## src/sba_regs.vh

```
`ifndef SBA_REGS_VH
`define SBA_REGS_VH

// ==========================================================
// Register map (Avalon-MM word addresses as byte offsets)
`define SBA_REG_CTRL 4'h0
`define SBA_REG_ADDR 4'h4
`define SBA_REG_WDATA 4'h8
`define SBA_REG_STAT 4'hc
`define SBA_REG_RDATA 4'h0

// ==========================================================
// Control register fields
`define SBA_CTRL_GO 0
`define SBA_CTRL_KIND_LO 1
`define SBA_CTRL_KIND_HI 2

// ==========================================================
// Status register fields
`define SBA_STAT_BUSY 0
`define SBA_STAT_GRANT 1
`define SBA_STAT_WAIT 2

// ==========================================================
// Cycle kinds
`define SBA_KIND_MEMRD 2'h0
`define SBA_KIND_MEMWR 2'h1
`define SBA_KIND_IORD 2'h2
`define SBA_KIND_IOWR 2'h3

// ==========================================================
// Reset values
`define SBA_CTRL_RST 3'h0
`define SBA_ADDR_RST 16'h0000
`define SBA_DATA_RST 8'h00

// ==========================================================
// Timing: bus clock half period in mclk cycles
`define SBA_PHI_HALF 4'h2

`endif

```

## src/sba_adapter.v

```verilog
`timescale 1ns/1ps
`default_nettype none
`include "sba_regs.vh"

// Functional notes
// - Address and data lines are positive logic: one is the high level.
// - While hold grant is high, address, data, status and command outputs float.
// - Phase-two clock keeps running during hold; it is never tri-stated.
// - Output cycles assert output status with device address; data stable during write strobe.
// - Input cycles assert input status; addressed board drives data-in during data-in strobe.
// - Memory-read status is asserted for every memory read cycle.
// - Wait acknowledge is asserted whenever the processor stopped on low ready request.
// - Status and command float inputs are not implemented; those lines never float by them.
// - Low ready and hold requests stop processor, grant rises until either returns high.
// - Memory write strobe asserted while data-out holds a value for the addressed location.
module sba_adapter (
    input wire mclk_in,
    input wire rstn_in,
    input wire [3:0] avs_address_in,
    input wire avs_read_in,
    input wire avs_write_in,
    input wire [31:0] avs_writedata_in,
    output reg [31:0] avs_readdata_out,
    output wire avs_waitrequest_out,
    input wire ready_request_n_in,
    input wire bus_hold_request_n_in,
    input wire power_on_clear_n_in,
    input wire status_float_input_in,
    input wire command_float_input_in,
    input wire [7:0] data_in_in,
    output reg phi2_out,
    output reg [15:0] addr_out,
    output wire addr_oe_out,
    output reg [7:0] data_out_out,
    output wire data_oe_out,
    output reg memory_read_status_out,
    output reg input_cycle_status_out,
    output reg output_cycle_status_out,
    output wire status_oe_out,
    output reg write_strobe_out,
    output reg data_in_strobe_out,
    output reg memory_write_strobe_out,
    output reg wait_acknowledge_out,
    output wire command_oe_out,
    output reg hold_grant_out
);

    // Cycle sequencer states
    localparam ST_IDLE = 3'h0;
    localparam ST_ADDR = 3'h1;
    localparam ST_STRB = 3'h2;
    localparam ST_WAIT = 3'h3;
    localparam ST_DONE = 3'h4;
    localparam ST_HOLD = 3'h5;

    // Cycle kind decode, shared by status and strobe logic
    function kind_match;
        input [1:0] kind;
        input [1:0] code;
        begin
            kind_match = (kind == code);
        end
    endfunction

    // ==========================================================
    // Pin synchronisers
    reg [1:0] rdy_s_r;
    reg [1:0] hld_s_r;
    reg [1:0] poc_s_r;
    reg [7:0] din_m_r;
    reg [7:0] din_s_r;

    always @(posedge mclk_in or negedge rstn_in) begin
        if (!rstn_in) begin
            rdy_s_r <= 2'h3;
            hld_s_r <= 2'h3;
            poc_s_r <= 2'h0;
            din_m_r <= 8'h00;
            din_s_r <= 8'h00;
        end else begin
            rdy_s_r <= {rdy_s_r[0], ready_request_n_in};
            hld_s_r <= {hld_s_r[0], bus_hold_request_n_in};
            poc_s_r <= {poc_s_r[0], power_on_clear_n_in};
            din_m_r <= data_in_in;
            din_s_r <= din_m_r;
        end
    end

    // Synchronised pin levels, active low
    wire rdy_n = rdy_s_r[1];
    wire hld_n = hld_s_r[1];
    wire poc_ok = poc_s_r[1];

    // Float inputs are deliberately unused; they never float our lines
    wire unused_float = status_float_input_in | command_float_input_in;

    // ==========================================================
    // Phase-two clock divider, runs through hold
    reg [3:0] phi_cnt_r;
    reg phi_rise;

    // Count half periods; phi2 toggles at the end of each
    always @(posedge mclk_in or negedge rstn_in) begin
        if (!rstn_in) begin
            phi_cnt_r <= 4'h0;
            phi2_out <= 1'b0;
        end else if (phi_cnt_r == `SBA_PHI_HALF - 4'h1) begin
            phi_cnt_r <= 4'h0;
            phi2_out <= ~phi2_out;
        end else begin
            phi_cnt_r <= phi_cnt_r + 4'h1;
        end
    end

    // One-cycle tick at each falling edge of the bus clock
    always @* begin
        phi_rise = (phi_cnt_r == `SBA_PHI_HALF - 4'h1) && phi2_out;
    end

    // ==========================================================
    // Software registers
    reg [2:0] ctrl_r;
    reg [15:0] addr_r;
    reg [7:0] wdata_r;
    reg [7:0] rdata_r;
    reg [2:0] st_r;
    reg [2:0] st_nxt;
    reg [1:0] kind_r;

    // Busy covers a cycle in flight; hold is not busy
    wire busy = (st_r != ST_IDLE) && (st_r != ST_HOLD);
    wire wr_hit = avs_write_in && (avs_address_in == `SBA_REG_CTRL);
    wire start = wr_hit && avs_writedata_in[`SBA_CTRL_GO] && !busy;

    // ==========================================================
    // Read wait state: one cycle so read data stands when waitrequest drops
    reg rd_valid_r;

    always @(posedge mclk_in or negedge rstn_in) begin
        if (!rstn_in) begin
            rd_valid_r <= 1'b0;
        end else begin
            rd_valid_r <= avs_read_in && !rd_valid_r;
        end
    end

    // Writes finish at once; a read waits for its registered data
    assign avs_waitrequest_out = avs_read_in && !rd_valid_r;

    // Register writes; a start loads the cycle kind
    always @(posedge mclk_in or negedge rstn_in) begin
        if (!rstn_in) begin
            ctrl_r <= `SBA_CTRL_RST;
            addr_r <= `SBA_ADDR_RST;
            wdata_r <= `SBA_DATA_RST;
        end else if (avs_write_in) begin
            if (avs_address_in == `SBA_REG_CTRL && !busy) begin
                ctrl_r <= {avs_writedata_in[`SBA_CTRL_KIND_HI:`SBA_CTRL_KIND_LO], 1'b0};
            end
            if (avs_address_in == `SBA_REG_ADDR && !busy) begin
                addr_r <= avs_writedata_in[15:0];
            end
            if (avs_address_in == `SBA_REG_WDATA && !busy) begin
                wdata_r <= avs_writedata_in[7:0];
            end
        end
    end

    // Read mux; unmapped addresses read zero
    always @(posedge mclk_in or negedge rstn_in) begin
        if (!rstn_in) begin
            avs_readdata_out <= 32'h00000000;
        end else if (avs_read_in) begin
            case (avs_address_in)
                `SBA_REG_CTRL: begin
                    avs_readdata_out <= {24'h000000, rdata_r};
                end
                `SBA_REG_ADDR: begin
                    avs_readdata_out <= {16'h0000, addr_r};
                end
                `SBA_REG_WDATA: begin
                    avs_readdata_out <= {24'h000000, wdata_r};
                end
                `SBA_REG_STAT: begin
                    avs_readdata_out <= {29'h00000000, wait_acknowledge_out,
                                         hold_grant_out, busy};
                end
                default: begin
                    avs_readdata_out <= 32'h00000000;
                end
            endcase
        end else begin
            avs_readdata_out <= 32'h00000000;
        end
    end

    // ==========================================================
    // Bus cycle sequencer
    wire is_read = kind_match(kind_r, `SBA_KIND_MEMRD) || kind_match(kind_r, `SBA_KIND_IORD);
    wire want_hold = !rdy_n && !hld_n;

    always @* begin
        st_nxt = st_r;
        case (st_r)
            ST_IDLE: begin
                if (want_hold)
                    st_nxt = ST_HOLD;
                else if (start)
                    st_nxt = ST_ADDR;
            end
            ST_ADDR: begin
                if (phi_rise)
                    st_nxt = ST_STRB;
            end
            ST_STRB: begin
                if (phi_rise)
                    st_nxt = (is_read && !rdy_n) ? ST_WAIT : ST_DONE;
            end
            ST_WAIT: begin
                if (rdy_n && phi_rise)
                    st_nxt = ST_DONE;
            end
            ST_DONE: begin
                if (phi_rise)
                    st_nxt = ST_IDLE;
            end
            ST_HOLD: begin
                if (rdy_n || hld_n)
                    st_nxt = ST_IDLE;
            end
            default: st_nxt = ST_IDLE;
        endcase
    end

    // State, captured data and pin registers
    always @(posedge mclk_in or negedge rstn_in) begin
        if (!rstn_in) begin
            st_r <= ST_IDLE;
            kind_r <= `SBA_KIND_MEMRD;
            rdata_r <= `SBA_DATA_RST;
            addr_out <= `SBA_ADDR_RST;
            data_out_out <= `SBA_DATA_RST;
            memory_read_status_out <= 1'b0;
            input_cycle_status_out <= 1'b0;
            output_cycle_status_out <= 1'b0;
            write_strobe_out <= 1'b0;
            data_in_strobe_out <= 1'b0;
            memory_write_strobe_out <= 1'b0;
            wait_acknowledge_out <= 1'b0;
            hold_grant_out <= 1'b0;
        end else if (!poc_ok) begin
            // Power-on clear returns the processor side to idle
            st_r <= ST_IDLE;
            memory_read_status_out <= 1'b0;
            input_cycle_status_out <= 1'b0;
            output_cycle_status_out <= 1'b0;
            write_strobe_out <= 1'b0;
            data_in_strobe_out <= 1'b0;
            memory_write_strobe_out <= 1'b0;
            wait_acknowledge_out <= 1'b0;
            hold_grant_out <= 1'b0;
        end else begin
            st_r <= st_nxt;

            // Latch address, data and status as a cycle starts
            if (st_r == ST_IDLE && st_nxt == ST_ADDR) begin
                kind_r <= avs_writedata_in[`SBA_CTRL_KIND_HI:`SBA_CTRL_KIND_LO];
                addr_out <= addr_r;
                data_out_out <= wdata_r;
                memory_read_status_out <= kind_match(avs_writedata_in[2:1], `SBA_KIND_MEMRD);
                input_cycle_status_out <= kind_match(avs_writedata_in[2:1], `SBA_KIND_IORD);
                output_cycle_status_out <= kind_match(avs_writedata_in[2:1], `SBA_KIND_IOWR);
            end

            // Write strobes span the strobe state, data-in strobe the strobe and wait states; data-out stays put throughout
            write_strobe_out <= (st_nxt == ST_STRB) && !is_read;
            memory_write_strobe_out <= (st_nxt == ST_STRB) && kind_match(kind_r, `SBA_KIND_MEMWR);
            data_in_strobe_out <= ((st_nxt == ST_STRB) || (st_nxt == ST_WAIT)) && is_read;
            wait_acknowledge_out <= (st_nxt == ST_WAIT) || (st_nxt == ST_HOLD);
            hold_grant_out <= (st_nxt == ST_HOLD);
            // Read data captured at the end of the strobe
            if ((st_r == ST_STRB || st_r == ST_WAIT) && st_nxt == ST_DONE && is_read)
                rdata_r <= din_s_r;

            // Clear status as the cycle ends or the bus is handed over
            if (st_nxt == ST_IDLE || st_nxt == ST_HOLD) begin
                memory_read_status_out <= 1'b0;
                input_cycle_status_out <= 1'b0;
                output_cycle_status_out <= 1'b0;
            end
        end
    end

    // ==========================================================
    // Output enables: float under hold grant, float inputs ignored
    assign addr_oe_out = !hold_grant_out;
    assign data_oe_out = !hold_grant_out;
    assign status_oe_out = !hold_grant_out || (unused_float & 1'b0);
    assign command_oe_out = !hold_grant_out;

endmodule

`default_nettype wire

```

## config.mk

```make
export PLATFORM = sky130hd
export DESIGN_NAME = sba_adapter
export DESIGN_NICKNAME = d
export VERILOG_FILES = /design/src/sba_adapter.v
export VERILOG_INCLUDE_DIRS = /design/src
export SDC_FILE = /design/constraint.sdc
export NUM_CORES = 1
export LEC_CHECK = 0
export ABC_AREA = 1
export BUFFER_PORTS_ARGS = -buffer_cell sky130_fd_sc_hd__buf_2
export CORE_ASPECT_RATIO = 0.8
export CORE_UTILIZATION = 53
export DETAILED_ROUTE_END_ITERATION = 8
export PLACE_DENSITY = 0.8
export SKIP_LAST_GASP = 1
export SYNTH_ARGS = -nofsm -noshare
export SYNTH_HDL_FRONTEND = slang
export SYNTH_SLANG_ARGS = --single-unit
export TNS_END_PERCENT = 1
```

## constraint.sdc

```tcl
create_clock -name mclk_in -period 2.05 [get_ports mclk_in]
set_input_delay 0.205 -clock mclk_in [delete_from_list [all_inputs] [get_ports mclk_in]]
set_output_delay 0.205 -clock mclk_in [all_outputs]
set_load 0.02 [all_outputs]
```

==> run summary <==
The run finished with clean final reports. The synthesis-to-finish area growth is 29.9%. The horizontal die dimension is 107 µm. For this block, the via count after detailed routing is 3543. The register area share after synthesis came out at 0.601. The worst setup path is launched from a flip-flop. The post-route antenna net violation count is 0. The relative contribution of combinational cells to total power is 0.230. The top-level I/O count came out at 123. The vias per cell is 4.96. Along the worst hold path, the cell count comes to 3.

The count of unresolved DRC violations after routing is 0. The row count is 30. The maximum buffer depth of the clock tree is 2.

The number of buffers added by the clock tree synthesis step is 17. Of the total power, the share spent switching nets is 0.316. The total design power came out at 7840 µW.

The proportion of power drawn by flip-flops and latches is 0.381. The number of warnings printed during yosys synthesis came out at 0. At the end of the flow, the number of nets in the layout was 641. The slowest stage of the critical path belongs to the cell dfstp_2.

The number of pins with negative max-slew slack in the final report is 0. The share of total power dissipated in the clock network is 0.390. The wire length per cell after detailed routing came out at 14.2 µm. The pin count of the biggest net entering global routing is 54.

The data required time of the critical path is 2.46 ns. The setup-violating endpoint count in the final report came out at 0. In this design, the critical path's most frequently occurring cell is nor2_1. The number of synthesized register bits came out at 113. The leftover overflow at the end of global routing is 0. On the final layout, the worst clock skew is 0.0106 ns. The worst slew margin relative to its limit came out at 0.620. The top achievable clock speed is 0.517 GHz. The post-cts sizing count is 0. The depth of the most critical reg-to-reg path came out at 11. The tree is rooted in a clkbuf_8. The aggregate routed wire length is 10200 µm. The multi-input logic area came out at 1420 µm². For this run, the total global-route usage over all layers was measured as 0.237. The number of buffers and inverters on the critical path is 3. The total count of hold-check failures in the final report came out at 0. The footprint of the flip-flops and latches is 2830 µm². The worst setup path is of the reg2reg kind. The top fanout value on the critical path came out at 9. The total iterations of the first detailed-routing run came out at 5. Summing all placed instances gives a cell area of 5210 µm². The worst stage delay on the critical path is 0.38 ns. The type of the worst min-delay path is in2reg. Clock-pin slew was measured on the worst setup and hold paths at 0.06 ns.

The endpoint arrival time on the critical path is 2.34 ns. The source-to-sink clock delay at the later pin of the worst-skew pair came out at 0.52 ns. The die covers 9270 µm². The number of maximum-capacitance violations came out at 0.

The worst setup path is captured at a flip-flop. The detailed-placement wirelength estimate came out at 6700 µm. The number of antenna violations at the first check in global routing came out at 1. The post-route fraction of the period consumed by the critical path is 0.944. Traced cell by cell, the critical path runs through nor2_1 > inv_1 > nor2_1 > inv_1 > nand2_1 > nor2_1 > nand3_2 > nand4_4 > buf_4 > nand2_2 > o21ai_2.

The peak supply drop is 0.000710 V. The switching power came out at 2470 µW. The wire length of the first global-routing pass came out at 16300 µm. The via count of the first global-routing pass came out at 3356. The layout cell share with drive strength beyond 1 is 0.334. The actual slew at the worst max-slew pin is 0.568 ns. The power density of the placed cells is 1280 nW/µm². The minimum clock period came out at 1.94 ns.

The number of buffer cells added on primary ports came out at 88. TritonCTS built the clock tree. The sink count of the clock tree came out at 113. The filler cells instantiated in the layout total 584. The analysis attributes to cell leakage a power of 0.00338 µW. Adding up every negative setup slack in the final design gives 0 ns.

The first routing iteration left 210 violations. The core area came out at 8560 µm². The count of different cell masters after synthesis is 32. The H-tree depth is 4.

The global placer's final weighted congestion is 0.928. The cell area after synthesis is 4710 µm². Synthesis handed over a netlist of 460 instances.

Setup repair after global routing left no endpoint under its margin. The initial utilization of the core area, before any placement, comes to 0.550. The logic depth of the worst setup path including buffers came out at 11. Internal power comes to 5370 µW. On the critical path the largest part of the delay comes from simple AND/OR/NAND/NOR gates.

After synthesis, the mean cell area works out to 10.2 µm². The die height is 86.3 µm. The area of all placed cells without fillers is 6120 µm².
## logic make-up (layout without fill, tap and decap cells)
logic type      Yosys count  in the layout  synth area share
flops                   113            113             0.601
buf+inv                 106            232             0.108
mux                       8              8            0.0170
simple gates            165            165             0.171
compound gates           65             65            0.0975
xor+xnor                  2              2           0.00372
other cells               1             17          0.000796
## flip-flops by register name, indices dropped and copies added (netlist names), 2 cells and up
signal	flops
st_r	3
addr_r	16
data_out_out	8
rdata_r	8
poc_s_r	2
rdy_s_r	2
phi_cnt_r	4
din_s_r	8
wdata_r	8
avs_readdata_out	16
kind_r	2
addr_out	16
din_m_r	8
hld_s_r	2
## worst reg2reg max path, cell delays in order, from the launching register on
cell and delay [ns]:
dfstp_2 0.38, nor2_1 0.26, inv_1 0.07, nor2_1 0.17
inv_1 0.07, nand2_1 0.06, nor2_1 0.05, nand3_2 0.11
nand4_4 0.21, buf_4 0.28, nand2_2 0.10, o21ai_2 0.06
## power groups by stage
| stage | sequential (µW) | clock, µW | combinational [µW] |
|---|---|---|---|
| final | 2980 | 3060 | 1800 |
| after global placement | 2980 | 0 | 1670 |
| after floorplan | 3280 | 0 | 911 |
| after CTS | 2980 | 3090 | 1800 |
| after detailed placement | 3000 | 0 | 1730 |
| after global routing | 3030 | 3200 | 1970 |
## what timing repair did
item	CTS	global route
endpoints found under the hold margin	67	0
setup buffers	0	1
setup endpoints to repair	0	1
hold buffers	27	0
## cells in the mapped netlist (all sizes together)
library cell / n / share of area
dfrtp: 109 / 0.58
o21a: 1 / 0.0016
dfstp: 4 / 0.022
o21ai: 44 / 0.067
a221oi: 3 / 0.0056
clkbuf: 4 / 0.0032
nor2: 46 / 0.044
buf: 26 / 0.044
nand2: 91 / 0.089
clkinv: 1 / 0.0011
nand3: 19 / 0.023
nor4: 1 / 0.0013
conb: 1 / 0.00080
mux2i: 8 / 0.017
o22ai: 3 / 0.0040
xor2: 2 / 0.0037
o221ai: 5 / 0.0093
a21oi: 9 / 0.0096
nand4: 6 / 0.011
nor3: 2 / 0.0021
inv: 75 / 0.060
## layout by cell type (no fill, tap or decap), drive strengths merged
cell / instances
nor2: 46
bufinv: 4
a21oi: 9
clkbuf: 19
diode: 1
nor4: 1
mux2i: 8
dfrtp: 109
buf: 97
conb: 16
nand4: 6
inv: 75
nand2: 91
o22ai: 3
dfstp: 4
o21a: 1
xor2: 2
dlygate4sd3: 27
o221ai: 5
nor3: 2
o21ai: 44
a221oi: 3
nand3: 19
clkinv: 5
clkinvlp: 5
## layout make-up
type | count | area share
clock buffers | 19 | 0.0722
well taps | 112 | 0.0229
multi-input cells | 256 | 0.233
diodes | 1 | 0.000409
inverters | 76 | 0.0468
clock inverters | 13 | 0.0303
flip-flops and latches | 113 | 0.463
repair buffers | 124 | 0.132
## final timing paths
check	start	endpoint	slack, ns
worst min register to register	din_m_r[4]	din_s_r[4]	0.35
min in group asynchronous	rstn_in	input_cycle_status_out	0.19
worst min-delay path	avs_writedata_in[7]	addr_r[7]	0.03
max in group asynchronous	rstn_in	rd_valid_r	1.15
worst max-delay path	rdy_s_r[1]	addr_out[6]	0.11
worst max register to register	rdy_s_r[1]	addr_out[6]	0.11
## per-layer routing
layer	track usage	wire, µm	vias to the layer above
met5	0	0	-
met4	0.111	236	0
met3	0.0647	818	23
met2	0.366	4810	172
met1	0.314	4300	1680
li1	-	-	1668
## metrics by stage
step	setup slack (ns)	hold slack [ns]	cells	util
global route	0.0360	0.00223	714	0.715
floorplan	0.344	-0.0906	475	-
CTS	0.130	0.00576	712	0.714
global placement	0.196	0.173	653	0.609
finish	0.115	0.0291	714	0.715
detailed placement	0.141	0.189	653	0.609
Note: power is estimated with default switching activity, not from simulation.
